$ cat src/rtl/tssb_pkg.sv
/*
 * tssb_pkg: shared constants and types of the three-wire serial slave with
 * busy handshake.
 * Assumes: included by every design file through tssb_pkg::*.
 */
package tssb_pkg;

    // bits carried per transfer in each direction
    localparam int unsigned TSSB_DATA_BITS = 8;
    // counter width for the bit position inside a byte
    localparam int unsigned TSSB_CNT_W     = 3;
    // last bit index, where a transfer completes
    localparam logic [2:0]  TSSB_LAST_BIT  = 3'h7;
    // serial data output level before the first transfer
    localparam logic        TSSB_SO_RESET  = 1'h1;
    // busy level after reset: not ready until a byte is loaded
    localparam logic        TSSB_BUSY_RESET = 1'h1;
    // serial clock idles high in the first phase type
    localparam logic        TSSB_SCK_IDLE  = 1'h1;
    // synchroniser depth for pin inputs
    localparam int unsigned TSSB_SYNC_STAGES = 2;
    // entries of the receive buffer
    localparam int unsigned TSSB_RXBUF_DEPTH = 2;

    // handshake state of the channel
    typedef enum logic [1:0] {
        TSSB_ST_LOAD  = 2'b00,  // busy high, waiting for the next transmit byte
        TSSB_ST_READY = 2'b01,  // busy low, master may start
        TSSB_ST_XFER  = 2'b10,  // clock edges have arrived, byte in flight
        TSSB_ST_DONE  = 2'b11   // byte complete, handing received data on
    } tssb_state_t;

endpackage

$ cat src/rtl/tssb_rxbuf.sv
/*
 * tssb_rxbuf: small valid/ready buffer for received bytes.
 * Assumes: single clock; the drain side may stall indefinitely.
 */
`timescale 1ns/1ps
module tssb_rxbuf
    import tssb_pkg::*;
#(
    parameter int unsigned WIDTH = TSSB_DATA_BITS,
    parameter int unsigned DEPTH = TSSB_RXBUF_DEPTH
) (
    // clock and reset
    input  wire logic             ref_clk,
    input  wire logic             arst_n,
    // fill side
    input  wire logic             in_valid,
    output logic                  in_ready,
    input  wire logic [WIDTH-1:0] in_data,
    // drain side
    output logic                  out_valid,
    input  wire logic             out_ready,
    output logic      [WIDTH-1:0] out_data
);

    localparam int unsigned PW = (DEPTH > 1) ? $clog2(DEPTH) : 1;

    logic [WIDTH-1:0] mem_q [DEPTH];
    logic [PW-1:0]    wr_ptr_q;
    logic [PW-1:0]    rd_ptr_q;
    logic [PW-1:0]    rd_ptr_d;
    logic [PW:0]      count_q;
    logic [PW:0]      count_d;
    logic             out_valid_q;
    logic [WIDTH-1:0] out_data_q;
    logic [WIDTH-1:0] head_d;
    logic             push;
    logic             pop;

    // honest full and empty from the occupancy count
    assign in_ready  = (count_q != (PW+1)'(DEPTH));
    assign push      = in_valid && in_ready;
    assign pop       = out_valid_q && out_ready;
    assign count_d   = count_q + (PW+1)'(push) - (PW+1)'(pop);
    assign rd_ptr_d  = !pop ? rd_ptr_q
                     : ((rd_ptr_q == PW'(DEPTH - 1)) ? '0 : rd_ptr_q + 1'h1);
    // head after this edge; a word pushed into an emptying buffer bypasses memory
    assign head_d    = (push && (wr_ptr_q == rd_ptr_d)) ? in_data : mem_q[rd_ptr_d];
    // drain side comes straight from flops so the top outputs are registered
    assign out_valid = out_valid_q;
    assign out_data  = out_data_q;

    ////////////////////////////////////////////////////////////////////////
    // storage and head register are not reset; the valid flag guards every read
    always_ff @(posedge ref_clk) begin
        if (push) begin
            mem_q[wr_ptr_q] <= in_data;
        end
        out_data_q <= head_d;
    end

    // pointers wrap at depth
    always_ff @(posedge ref_clk or negedge arst_n) begin
        if (!arst_n) begin
            wr_ptr_q <= '0;
            rd_ptr_q    <= '0;
            count_q     <= '0;
            out_valid_q <= 1'h0;
        end else begin
            if (push) begin
                wr_ptr_q <= (wr_ptr_q == PW'(DEPTH - 1)) ? '0 : wr_ptr_q + 1'b1;
            end
            rd_ptr_q    <= rd_ptr_d;
            count_q     <= count_d;
            out_valid_q <= (count_d != '0);
        end
    end

endmodule

$ cat src/rtl/tssb_slave.sv
/*
 * tssb_slave: three-wire serial slave channel with a busy handshake line.
 * Holds the shift register, the serial data buffer, the handshake state
 * machine and a small receive buffer towards the local logic.
 * Assumes: the master drives the serial clock (idle high) and data in, and
 * watches busy; local logic supplies transmit bytes and drains received ones.
 */
`timescale 1ns/1ps
module tssb_slave
    import tssb_pkg::*;
#(
    parameter int unsigned RXBUF_DEPTH = TSSB_RXBUF_DEPTH
) (
    // clock and reset
    input  wire logic                      ref_clk,
    input  wire logic                      arst_n,
    // control from local logic
    input  wire logic                      channel_en,
    input  wire logic                      early_busy_en,
    // serial link pins
    input  wire logic                      sck_in,
    input  wire logic                      si_in,
    output logic                           so_out,
    output logic                           busy_out,
    // transmit byte from local logic
    input  wire logic                      tx_valid,
    output logic                           tx_ready,
    input  wire logic [TSSB_DATA_BITS-1:0] tx_data,
    // received byte to local logic
    output logic                           rx_valid,
    input  wire logic                      rx_ready,
    output logic      [TSSB_DATA_BITS-1:0] rx_data,
    // transfer end event
    output logic                           transfer_end_irq
);

    tssb_state_t              state_q;
    tssb_state_t              state_d;
    logic [TSSB_DATA_BITS-1:0] serial_data_buffer_q;
    logic [TSSB_DATA_BITS-1:0] shift_q;
    logic [TSSB_CNT_W-1:0]     bit_cnt_q;
    logic                      sck_s;
    logic                      si_s;
    logic                      sck_prev_q;
    logic                      so_q;
    logic                      busy_q;
    logic                      irq_q;
    logic                      tx_ready_q;
    logic                      sck_fall;
    logic                      sck_rise;
    logic                      xfer_end;
    logic                      first_fall;
    logic                      rx_push;
    logic                      rx_room;
    logic                      tx_take;
    logic [TSSB_DATA_BITS-1:0] rx_byte;

    ////////////////////////////////////////////////////////////////////////
    // pin inputs pass two flops; the clock pin is sampled, not used as a clock
    tssb_sync #(
        .WIDTH (2),
        .INIT  ({TSSB_SCK_IDLE, 1'h1})
    ) u_sync (
        .ref_clk  (ref_clk),
        .arst_n   (arst_n),
        .async_in ({sck_in, si_in}),
        .sync_out ({sck_s, si_s})
    );

    // edge detection on the synchronised clock only
    assign sck_fall   = channel_en && sck_prev_q && !sck_s;
    assign sck_rise   = channel_en && !sck_prev_q && sck_s;
    assign first_fall = sck_fall && (bit_cnt_q == '0);
    assign xfer_end   = sck_rise && (bit_cnt_q == TSSB_LAST_BIT);
    assign rx_byte    = {shift_q[TSSB_DATA_BITS-2:0], si_s};

    // handshake decoding
    assign rx_push = (state_q == TSSB_ST_DONE);
    assign tx_take = (state_q == TSSB_ST_LOAD) && tx_ready_q && tx_valid;

    ////////////////////////////////////////////////////////////////////////
    // previous synchronised clock level for edge finding
    always_ff @(posedge ref_clk or negedge arst_n) begin
        if (!arst_n) begin
            sck_prev_q <= TSSB_SCK_IDLE;
        end else begin
            sck_prev_q <= sck_s;
        end
    end

    // shifter: runs on clock edges whatever busy shows
    always_ff @(posedge ref_clk or negedge arst_n) begin
        if (!arst_n) begin
            shift_q   <= '0;
            bit_cnt_q <= '0;
            so_q      <= TSSB_SO_RESET;
        end else begin
            if (first_fall) begin
                shift_q <= serial_data_buffer_q;
                so_q    <= serial_data_buffer_q[TSSB_DATA_BITS-1];
            end else if (sck_fall) begin
                so_q    <= shift_q[TSSB_DATA_BITS-1];
            end
            if (sck_rise) begin
                shift_q   <= rx_byte;
                bit_cnt_q <= bit_cnt_q + 1'b1;                    // wraps after eight
            end
        end
    end

    ////////////////////////////////////////////////////////////////////////
    // next state: a byte ending wins over every handshake step
    always_comb begin
        state_d = state_q;
        unique case (state_q)
            TSSB_ST_LOAD: begin
                if (tx_take) begin
                    state_d = TSSB_ST_READY;
                end
            end
            TSSB_ST_READY: begin
                if (first_fall) begin
                    state_d = TSSB_ST_XFER;
                end
            end
            TSSB_ST_XFER: begin
                state_d = TSSB_ST_XFER;
            end
            TSSB_ST_DONE: begin
                if (rx_room) begin
                    state_d = TSSB_ST_LOAD;
                end
            end
        endcase
        if (xfer_end) begin
            state_d = TSSB_ST_DONE;
        end
    end

    // state, buffer and handshake flops
    always_ff @(posedge ref_clk or negedge arst_n) begin
        if (!arst_n) begin
            state_q              <= TSSB_ST_LOAD;
            serial_data_buffer_q <= '0;
            busy_q               <= TSSB_BUSY_RESET;
            irq_q                <= 1'b0;
            tx_ready_q           <= 1'b0;
        end else begin
            state_q    <= state_d;
            irq_q      <= xfer_end;
            tx_ready_q <= (state_d == TSSB_ST_LOAD) && !tx_take;
            if (xfer_end) begin
                serial_data_buffer_q <= rx_byte;
                busy_q               <= 1'b1;
            end else if (tx_take) begin
                serial_data_buffer_q <= tx_data;
                busy_q               <= 1'b0;
            end else if (first_fall && early_busy_en) begin
                busy_q <= 1'b1;
            end
        end
    end

    ////////////////////////////////////////////////////////////////////////
    // received bytes queue here; a full buffer holds busy high (back-pressure)
    tssb_rxbuf #(
        .WIDTH (TSSB_DATA_BITS),
        .DEPTH (RXBUF_DEPTH)
    ) u_rxbuf (
        .ref_clk   (ref_clk),
        .arst_n    (arst_n),
        .in_valid  (rx_push),
        .in_ready  (rx_room),
        .in_data   (serial_data_buffer_q),
        .out_valid (rx_valid),
        .out_ready (rx_ready),
        .out_data  (rx_data)
    );

    // outputs straight from flops
    assign so_out           = so_q;
    assign busy_out         = busy_q;
    assign transfer_end_irq = irq_q;
    assign tx_ready         = tx_ready_q;

endmodule

$ cat src/rtl/tssb_sync.sv
/*
 * tssb_sync: two flip-flop synchroniser for a group of pin inputs.
 * Assumes: inputs are asynchronous to clk; only the last stage is read outside.
 */
`timescale 1ns/1ps
module tssb_sync
    import tssb_pkg::*;
#(
    parameter int unsigned WIDTH = 1,
    parameter logic [WIDTH-1:0] INIT = '0
) (
    // clock and reset
    input  wire logic             ref_clk,
    input  wire logic             arst_n,
    // asynchronous inputs and their synchronised copies
    input  wire logic [WIDTH-1:0] async_in,
    output logic      [WIDTH-1:0] sync_out
);

    logic [WIDTH-1:0] meta_q;   // first stage, read only by the second

    ////////////////////////////////////////////////////////////////////////
    // two stages; the first may go metastable and is never decoded
    always_ff @(posedge ref_clk or negedge arst_n) begin
        if (!arst_n) begin
            meta_q   <= INIT;
            sync_out <= INIT;
        end else begin
            meta_q   <= async_in;
            sync_out <= meta_q;
        end
    end

endmodule

$ cat config.mk
export PLATFORM = sky130hd
export DESIGN_NAME = tssb_slave
export DESIGN_NICKNAME = d
export VERILOG_FILES = /design/src/rtl/tssb_pkg.sv /design/src/rtl/tssb_rxbuf.sv /design/src/rtl/tssb_slave.sv /design/src/rtl/tssb_sync.sv
export SDC_FILE = /design/constraint.sdc
export NUM_CORES = 1
export LEC_CHECK = 0
export BUFFER_PORTS_ARGS = -buffer_cell sky130_fd_sc_hd__buf_4
export CORE_MARGIN = 2
export CORE_UTILIZATION = 50
export DETAILED_ROUTE_END_ITERATION = 12
export PLACE_DENSITY_LB_ADDON = 0.05
export SYNTH_ARGS = -nofsm -noshare
export SYNTH_HDL_FRONTEND = slang
export SYNTH_SLANG_ARGS = --single-unit
$ cat constraint.sdc
create_clock -name ref_clk -period 2.3 [get_ports ref_clk]
set_input_delay 0.345 -clock ref_clk [delete_from_list [all_inputs] [get_ports ref_clk]]
set_output_delay 0.345 -clock ref_clk [all_outputs]
set_load 0.1 [all_outputs]
==> results.md, run 1 <==
- Run status: finished, final reports clean
- Vias in the first global route: 1,270
- Reg-to-Reg End: shift_q[1]
- Worst path bufs/invs: 1
- Synthesized instance count: 154
- Relative slew slack: 55.0%
- P&R area growth vs syn: 15.6%
- Drt wl/cell: 14.9 µm
- Worst path top cell family by delay: flip-flops
- PortBufs: 28
- Clock latency on the worst-skew pair: 310 ps
- Worst Clk Skew: 8.58 ps
- Drt first pass iters: 4
- Syn Area/Cell: 14.5 µm²
- Worst hold path startpoint: sck_in
- Flop and latch count out of synthesis: 52
- Simple logic cell fraction of the synthesized area: 8.09%
- Setup crit start kind: register
- Actual slew at the worst max-slew pin: 673 ps
- Share of cells above drive strength 1: 36.9%
- Global-route wire length before repair: 5.99 mm
- Hold path cells: 1
- GRT Total Usage: 15.7%
- Main synth FF type: dfrtp_1
- Nets: 207
- Die Y: 70.7 µm
- Metal2 WL: 1.71 mm
- Period utilisation layout: 80.0%
- Adder-Cell Fraction of Synth Area: 2.81%
- P per Cell Area: 1410 nW/µm²
- Library cells used by synthesis: 36
- Hold WS: 144 ps
- Via count: 1,248
- Post-DP HPWL: 2.52 mm
- Crit-path cells: inv_1 > ha_1 > nor4bb_1 > o21a_1 > mux2_1
- Critical path's slowest cell: dfrtp_1
- Largest stage delay, worst path: 410 ps
- CTS resizes: 0
- DRC: 0
- IO Count: 29
- Largest family of logic cells by synthesized area: multiplexers
- WHS Endpoint: u_sync.meta_q[1]
- Largest net degree at the start of global routing: 36
- CTS clock-pin slew for the worst setup and hold paths: 90 ps
- Setup violators final: 0
- Crit path arrival time: 2030 ps
- DR top layer: met4
- CP endpoint kind: register
- Pleak: 1.12 nW
- Crit path kind: reg2reg
- Vias/cell: 5.22
- Die X: 70.7 µm
- Crit path time final: 1840 ps
- Clock Path Buffers: 2
- Initial DRC Count: 79
- Ant. Diodes: 0
- R2R Path Start: bit_cnt_q[0]
- DRT met1 WL: 1.68 mm
- Wire length on met3: 129 µm
- Fmax: 543 MHz
- Seq/Total Area, Yosys: 62.2%
- CTS buffer count: 5
- Core Region: 4320 µm²
- DIE AREA: 5000 µm²
- Initial antenna violation count: 0
- Critical path peak fanout: 7
- MaxCap Viol Count: 0
- R2R depth: 5
- Synthesis warning total: 0
- Hold Crit Class: in2reg
- RSZ-0062 raised after global routing: false
- Initial core utilization: 51.5%
- Mux share of post-synthesis cell area: 17.4%
- Ys async rst share: 67.3%
- Grt total ovfl: 0
- Mapped Area: 2230 µm²
- Rows: 24
- Htree depth: 2
- Number of routed nets with antenna violations: 0
- Number of enable flip-flop cells after synthesis: 16
- Post-Route Setup TNS: 0 ps
- Worst VDD drop: 0.000486 V
- Final Hold Fails: 0
- Total power: 3.64 mW
- Clk root buf: clkbuf_8
- Flop-to-flop setup slack: 460 ps
- Post-Route WL: 3.57 mm
- Synthesized-area fraction occupied by xor and xnor cells: 1.97%
- CTS tree: built
- Compound-Gate Fraction of Synth Area: 4.89%
- Req. time, crit path: 2490 ps
- Clock sink count: 52
- Syn_nets: 175
- Fin. max-slew vios: 0
- GPL Wtd Cong: 0.770
==> sequential cells by signal, summed over array words and instances (netlist names), 2 cells and up, named ones only <==
name	count
u_sync.meta_q	2
u_rxbuf.count_q	2
u_rxbuf.mem_q	16
bit_cnt_q	3
serial_data_buffer_q	8
state_q	2
shift_q	8
u_sync.sync_out	2
==> synth_stat cells (all sizes together), types with 3 or more instances <==
master	number	area [µm²]
xnor2	4	35.0
o21ai	4	20.0
mux2	24	308
buf	3	23.8
nor2	11	41.3
edfxtp	16	480
mux2i	8	80.1
a31oi	3	18.8
ha	5	62.6
a21oi	9	45.0
dfrtp	28	701
inv	7	26.3
dfstp	7	184
==> repair_timing <==
action / in CTS / in global routing
hold buffers: 1 / 0
setup endpoints to repair: 0 / 0
endpoints found under the hold margin: 28 / 0
setup buffers: 0 / 0
==> layer usage <==
metal	vias to the layer above	track usage, %
li1	611	-
met1	613	20.1
met2	18	25.3
met3	6	4.70
met4	0	5.66
met5	-	0
==> worst max-delay path by stage <==
stage | start | end | cells past startpoint
final | bit_cnt_q[0] | shift_q[1] | 5
after global routing | bit_cnt_q[1] | shift_q[1] | 5
after CTS | bit_cnt_q[0] | shift_q[1] | 5
after detailed placement | bit_cnt_q[0] | shift_q[1] | 5
after global placement | bit_cnt_q[0] | shift_q[1] | 5
after floorplan | u_rxbuf.out_valid | u_rxbuf.out_valid | 7
==> layout make-up <==
cell class,instances,area [µm²]
clock buffer,6,72.6
clock inverter,2,12.5
fill,361,1750
inverter,7,26.3
multi-input combinational,90,783
sequential,52,1390
tap,52,65.1
timing repair buffer,30,228
==> cells by family after synthesis <==
kind of cell    after synthesis
flops                        52
mux                          32
simple gates                 29
compound gates               19
buf+inv                      12
xor+xnor                      5
fa+ha+maj                     5
==> through the flow <==
stage / utilization [%] / instances / area, µm² / setup WS [ps]
final: 59.5 / 239 / 2570 / 459
after global routing: 59.5 / 239 / 2570 / 272
after CTS: 59.5 / 239 / 2570 / 428
after detailed placement: 57.3 / 230 / 2480 / 462
after global placement: 57.3 / 230 / 2480 / 523
after floorplan: - / 154 / 2230 / 123
==> layout by cell type (no fill, tap or decap), types with 2 or more instances in the layout <==
cell	instances
dfstp_2	7
mux2_2	12
nor2b_1	2
buf_4	29
clkbuf_8	5
inv_1	7
mux2i_1	8
a21oi_1	9
a31oi_1	3
ha_1	5
nand2_1	2
o21ai_0	4
nand2b_1	2
xnor2_1	4
edfxtp_1	16
mux2_1	2
nor2_1	11
and3b_1	2
dfrtp_1	28
mux2_4	10
or2_2	2
==> where the power goes <==
| group | switching, mW | total (mW) | internal, mW |
|---|---|---|---|
| clock network | 0.295 | 0.508 | 0.213 |
| logic | 0.961 | 1.54 | 0.575 |
| registers | 0.263 | 1.59 | 1.33 |
| total | 1.52 | 3.64 | 2.12 |
==> worst register-to-register path, cell delays in order, from the launching register on <==
cell and delay [ps]:
dfrtp_1 410, inv_1 70, ha_1 190, nor4bb_1 280, o21a_1 410, mux2_1 370
Note: power is estimated with default switching activity, not from simulation.
==> inputs of run 2 (changes only) <==
- clock period: 2.3 -> 1.66 ns (I/O delays scaled with it)
==> run 2 against run 1 <==
Sequential cell count unchanged. Clock-buffer cell count unchanged. The run now ends with setup timing left. Non-clock buffer count up 9. Critical path type unchanged. Via count up 5.0%. Maximum frequency up 10%.
==> results.md, run 2 (synthesis gave the netlist of run 1 again) <==
- Vias/cell: 5.28 (was 5.22)
- GRT Total Usage: 16.4% (was 15.7%)
- CTS tree: built (unchanged)
- Failing checks: setup timing
- Post-Route WL: 3.82 mm (was 3.57 mm)
- Relative slew slack: 71.1% (was 55.0%)
- Worst path top cell family by delay: flip-flops (unchanged)
- Initial antenna violation count: 0 (unchanged)
- Pleak: 1.21 nW (was 1.12 nW)
- Most common cell after layout, fill and taps aside: buf_4 (unchanged)
- Setup crit start kind: register (unchanged)
- GPL Wtd Cong: 0.740 (was 0.770)
- PortBufs: 28 (unchanged)
- Crit-path cells: and2_4 > ha_4 > inv_2 > ha_4 > xnor2_4 > xnor2_2 > or2_4 (was inv_1 > ha_1 > nor4bb_1 > o21a_1 > mux2_1)
- CP endpoint kind: register (unchanged)
- Biggest regs: u_rxbuf.mem_q x16, serial_data_buffer_q x8, shift_q x8 (unchanged)
- Fmax: 599 MHz (was 543 MHz)
- Worst VDD drop: 0.000954 V (was 0.000486 V)
- Die X: 70.7 µm (unchanged)
- Clock sink count: 52 (unchanged)
- Drt wl/cell: 15.4 µm (was 14.9 µm)
- Req. time, crit path: 1860 ps (was 2490 ps)
- Nets: 216 (was 207)
- Initial core utilization: 51.5% (unchanged)
- Crit path kind: reg2reg (unchanged)
- Number of non-filler instances in the completed layout: 248 (was 239)
- Vias in the first global route: 1,318 (was 1,270)
- Final core utilization: 64.5% (was 59.5%)
- Actual slew at the worst max-slew pin: 434 ps (was 673 ps)
- DP Area: 2550 µm² (was 2480 µm²)
- Hold Crit Class: in2reg (unchanged)
- DRC: 0 (unchanged)
- Drt first pass iters: 4 (unchanged)
- P per Cell Area: 2040 nW/µm² (was 1410 nW/µm²)
- Period utilisation layout: 101% (was 80.0%)
- Die Y: 70.7 µm (unchanged)
- DIE AREA: 5000 µm² (unchanged)
- Fin. max-slew vios: 0 (unchanged)
- CTS clock-pin slew for the worst setup and hold paths: 90 ps (about the same)
- Largest net degree at the start of global routing: 36 (unchanged)
- Setup violators final: 1 (was 0)
- Via count: 1,310 (was 1,248)
- MaxCap Viol Count: 0 (unchanged)
- Ant. Diodes: 0 (unchanged)
- Most frequent CP cell: ha_4
- Clock latency on the worst-skew pair: 300 ps (was 310 ps)
- Hold WS: 49.4 ps (was 144 ps)
- Pre-CTS WS: -131 ps (was 462 ps)
- Critical path peak fanout: 2 (was 7)
- Max reg flops: 16 (unchanged)
- Critical path's slowest cell: dfrtp_4 (was dfrtp_1)
- Post-Route Setup TNS: -9.69 ps (was 0 ps)
- Most frequent cells in the layout: 37 x buf_4, 26 x dfrtp_1, 16 x edfxtp_1 (was 29 x buf_4, 28 x dfrtp_1, 16 x edfxtp_1)
- Worst Clk Skew: 10.8 ps (was 8.58 ps)
- Core Region: 4320 µm² (unchanged)
- IO Count: 29 (unchanged)
- Htree depth: 2 (unchanged)
- Fillers: 330 (was 361)
- Final Hold Fails: 0 (unchanged)
- # placed instances: 237 (was 230)
- Number of routed nets with antenna violations: 0 (unchanged)
- Share of cells above drive strength 1: 46.4% (was 36.9%)
- Crit path arrival time: 1870 ps (was 2030 ps)
- Crit path time final: 1670 ps (was 1840 ps)
- Global-route wire length before repair: 6.33 mm (was 5.99 mm)
- Post-DP HPWL: 2.52 mm (about the same)
- CTS buffer count: 5 (unchanged)
- Worst path bufs/invs: 1 (unchanged)
- Clk root buf: clkbuf_8 (unchanged)
- Largest stage delay, worst path: 480 ps (was 410 ps)
- Largest reg by FF count: u_rxbuf.mem_q (unchanged)
- Clock Path Buffers: 2 (unchanged)
- Run status: finished, violations left (was finished, final reports clean)
- RSZ-0062 raised after global routing: true (was false)
- P&R area growth vs syn: 25.2% (was 15.6%)
- Final worst slack: -9.69 ps (was 459 ps)
- Initial DRC Count: 79 (unchanged)
- Total power: 5.68 mW (was 3.64 mW)
- Rows: 24 (unchanged)
- Finished layout cell area: 2790 µm² (was 2570 µm²)
- Grt total ovfl: 0 (unchanged)
[run 2: changes by cell type in the layout (fill, tap and decap cells not counted), moves of 2 or more]
cell	before	now
mux2_1	2	0
ha_1	5	2
xnor2_1	4	2
buf_4	29	37
dfrtp_1	28	26
bufinv_16	0	2
mux2_4	10	12
ha_4	0	2
[run 2: area by class of cell]
type                            instances  area, µm²  share of cell area [%]
Clock buffer                            6       72.6                    2.60
Sequential cell                        52       1390                    49.9
Tap cell                               52       65.1                    2.33
Multi-Input combinational cell         90        865                    31.0
Clock inverter                          2       60.1                    2.15
Timing Repair Buffer                   39        308                    11.0
Inverter                                7       26.3                   0.943
[run 2: final timing paths]
check	slack, ps	endpoint	from	cells past startpoint
max reg2reg	-10	u_rxbuf.out_valid	u_rxbuf.out_valid	7
min reg2reg	360	u_sync.sync_out[1]	u_sync.meta_q[1]	0
min	50	u_sync.meta_q[1]	sck_in	1
min in group asynchronous	420	u_rxbuf.count_q[1]	arst_n	2
max in group asynchronous	890	u_sync.meta_q[0]	arst_n	2
max	-10	u_rxbuf.out_valid	u_rxbuf.out_valid	7
[run 2: per-layer routing]
| metal | wire (µm) | part of all wire (%) | GRT usage [%] | up-vias |
|---|---|---|---|---|
| li1 | - | - | - | 627 |
| met1 | 1710 | 45 | 21.8 | 649 |
| met2 | 1930 | 51 | 26.5 | 27 |
| met3 | 111 | 2.9 | 3.70 | 7 |
| met4 | 64 | 1.7 | 6.29 | 0 |
| met5 | 0 | 0 | 0 | - |
[run 2: repair_timing]
item | in CTS | in global routing
hold endpoints to repair | 28 | 0
hold buffers | 1 | 0
gates resized for setup | 6 | 8
endpoints found under the setup margin | 11 | 10
pin swaps | 5 | 6
setup buffers | 2 | 0
[run 2: where the power goes]
| part | switching, mW | total, mW | internal [mW] |
|---|---|---|---|
| Clock | 0.401 | 1.00 | 0.602 |
| Sequential | 0.365 | 2.22 | 1.85 |
| Combinational | 1.43 | 2.46 | 1.03 |
| Total | 2.19 | 5.68 | 3.49 |
==> inputs of run 3 (changes only) <==
- SETUP_SLACK_MARGIN: unset -> 0.05
==> run 3 against run 2 <==
The flow still finishes with violations (setup timing). Cell area grew 0.13%. Worst setup slack got worse by 26 ps. Power down 2.8%. Routed wire length down 5.0%. Largest cell class unchanged. Sequential power barely moved. Utilization grew 0.087 points. Register-to-register slack worse by 30 ps. Clock-buffer cell count down 1.
==> results.md, run 3 (synthesis gave the netlist of run 1 again) <==
- DP Area: 2590 µm² (was 2550 µm²)
- Post-Route WL: 3.63 mm (was 3.82 mm)
- CTS tree: built (unchanged)
- Vias in the first global route: 1,304 (was 1,318)
- Hold path cells: 1 (unchanged)
- Critical Path Source: u_rxbuf.out_valid (unchanged)
- Setup violators final: 1 (unchanged)
- Clk root buf: clkbuf_8 (unchanged)
- R2R Path Start: u_rxbuf.out_valid (unchanged)
- P per Cell Area: 1980 nW/µm² (was 2040 nW/µm²)
- Drt first pass iters: 4 (unchanged)
- Grt total ovfl: 0 (unchanged)
- Reg-to-Reg End: u_rxbuf.out_valid (unchanged)
- Global-route wire length before repair: 6.25 mm (was 6.33 mm)
- Hold WS: 40.5 ps (was 49.4 ps)
- Initial DRC Count: 58 (was 79)
- Clock sink count: 52 (unchanged)
- Final worst slack: -35.7 ps (was -9.69 ps)
- Req. time, crit path: 1860 ps (about the same)
- MaxCap Viol Count: 0 (unchanged)
- CP endpoint kind: register (unchanged)
- Run status: finished, violations left (unchanged)
- Hold Crit Class: in2reg (unchanged)
- Final Hold Fails: 0 (unchanged)
- Share of cells above drive strength 1: 47.5% (was 46.4%)
- Most common cell after layout, fill and taps aside: buf_4 (unchanged)
- Fin. max-slew vios: 0 (unchanged)
- Worst VDD drop: 0.000955 V (was 0.000954 V)
- Relative slew slack: 71.5% (was 71.1%)
- Fmax: 590 MHz (was 599 MHz)
- Post-DP HPWL: 2.62 mm (was 2.52 mm)
- Register area: 1390 µm² (about the same)
- Max reg flops: 16 (unchanged)
- Number of routed nets with antenna violations: 0 (unchanged)
- Finished layout cell area: 2790 µm² (about the same)
- Flop-to-flop setup slack: -40 ps (was -10 ps)
- Worst Clk Skew: 4.86 ps (was 10.8 ps)
- Fillers: 332 (was 330)
- R2R depth: 7 (unchanged)
- Period utilisation layout: 102% (was 101%)
- Initial core utilization: 51.5% (unchanged)
- DRC: 0 (unchanged)
- Multi-input gate area in the final layout: 865 µm² (unchanged)
- Ant. Diodes: 0 (unchanged)
- WHS Endpoint: u_sync.meta_q[0] (was u_sync.meta_q[1])
- Initial antenna violation count: 0 (unchanged)
- Vias/cell: 5.07 (was 5.28)
- Most frequent cells in the layout: 37 x buf_4, 26 x dfrtp_1, 16 x edfxtp_1 (unchanged)
- Failing checks: setup timing (unchanged)
- Setup crit start kind: register (unchanged)
- Htree depth: 2 (unchanged)
- Crit path time final: 1700 ps (was 1670 ps)
- Clock latency on the worst-skew pair: 310 ps (was 300 ps)
- Worst hold path startpoint: si_in (was sck_in)
- P&R area growth vs syn: 25.4% (was 25.2%)
- Via count: 1,267 (was 1,310)
- GPL Wtd Cong: 0.723 (was 0.740)
- PortBufs: 28 (unchanged)
- CTS buffer count: 5 (unchanged)
- Pleak: 1.21 nW (about the same)
- Largest reg by FF count: u_rxbuf.mem_q (unchanged)
- RSZ-0062 raised after global routing: true (unchanged)
- Nets: 218 (was 216)
- DIE AREA: 5000 µm² (unchanged)
- IO Count: 29 (unchanged)
- Drt wl/cell: 14.5 µm (was 15.4 µm)
- Crit path arrival time: 1900 ps (was 1870 ps)
- Biggest regs: u_rxbuf.mem_q x16, serial_data_buffer_q x8, shift_q x8 (unchanged)
- Die X: 70.7 µm (unchanged)
- Rows: 24 (unchanged)
- Actual slew at the worst max-slew pin: 427 ps (was 434 ps)
- GRT Total Usage: 16.3% (was 16.4%)
- Largest net degree at the start of global routing: 36 (unchanged)
- Core Region: 4320 µm² (unchanged)
- CTS clock-pin slew for the worst setup and hold paths: 90 ps (about the same)
- Die Y: 70.7 µm (unchanged)
- Total power: 5.52 mW (was 5.68 mW)
- Clock Path Buffers: 2 (unchanged)
- Critical path peak fanout: 2 (unchanged)
- Crit path kind: reg2reg (unchanged)
- Pre-CTS WS: -70.5 ps (was -131 ps)
run 3: cell count changes in the layout (fill, tap and decap cells not counted), sizes merged:
| cell | before | now |
|---|---|---|
| buf | 38 | 40 |
| bufinv | 2 | 1 |
| clkbuf | 6 | 5 |
| clkinv | 0 | 2 |
run 3: critical path, cell delays in order (launching register included):
cell,delay [ps]
dfrtp_4,480
and2_4,150
ha_4,250
inv_2,30
ha_4,160
xnor2_4,130
xnor2_2,150
or2_4,230
run 3: where the power goes:
group,switching [mW],total (mW),internal (mW)
registers,0.359,2.22,1.86
logic,1.43,2.46,1.03
clock network,0.400,0.846,0.446
total,2.18,5.52,3.34
run 3: routing by layer:
| layer | track usage (%) | wire length (µm) |
|---|---|---|
| met5 | 0 | 0 |
| met4 | 6.29 | 62 |
| met3 | 4.84 | 132 |
| met2 | 26.5 | 1810 |
| met1 | 20.7 | 1620 |
run 3: layout make-up:
| type | count | area share [%] |
|---|---|---|
| well taps | 52 | 2.33 |
| repair buffers | 41 | 11.8 |
| clock inverters | 3 | 1.52 |
| inverters | 7 | 0.941 |
| flip-flops and latches | 52 | 49.9 |
| clock buffers | 5 | 2.47 |
| multi-input cells | 90 | 31.0 |
run 3: what timing repair did:
item / in CTS / in global routing
setup buffers: 3 / 0
setup endpoints to repair: 16 / 14
hold endpoints to repair: 28 / 0
gates resized for setup: 5 / 8
hold buffers: 1 / 0
pin swaps: 4 / 6
run 3: worst max path at each step:
stage | slack (ps) | cells after the start | end
after global placement | -20 | 7 | u_rxbuf.out_valid
after floorplan | -210 | 7 | u_rxbuf.out_valid
after global routing | -80 | 7 | u_rxbuf.out_valid
after detailed placement | -70 | 7 | u_rxbuf.out_valid
after CTS | -50 | 7 | u_rxbuf.out_valid
final | -40 | 7 | u_rxbuf.out_valid
run 3: metrics by stage:
stage | std cells | setup TNS (ps) | utilization [%]
after global routing | 250 | -82.6 | 64.6
final | 250 | -35.7 | 64.6
after detailed placement | 238 | -70.5 | 59.9
after CTS | 250 | -46.8 | 63.6
after global placement | 238 | -18.4 | 59.9
after floorplan | 154 | -211 | -
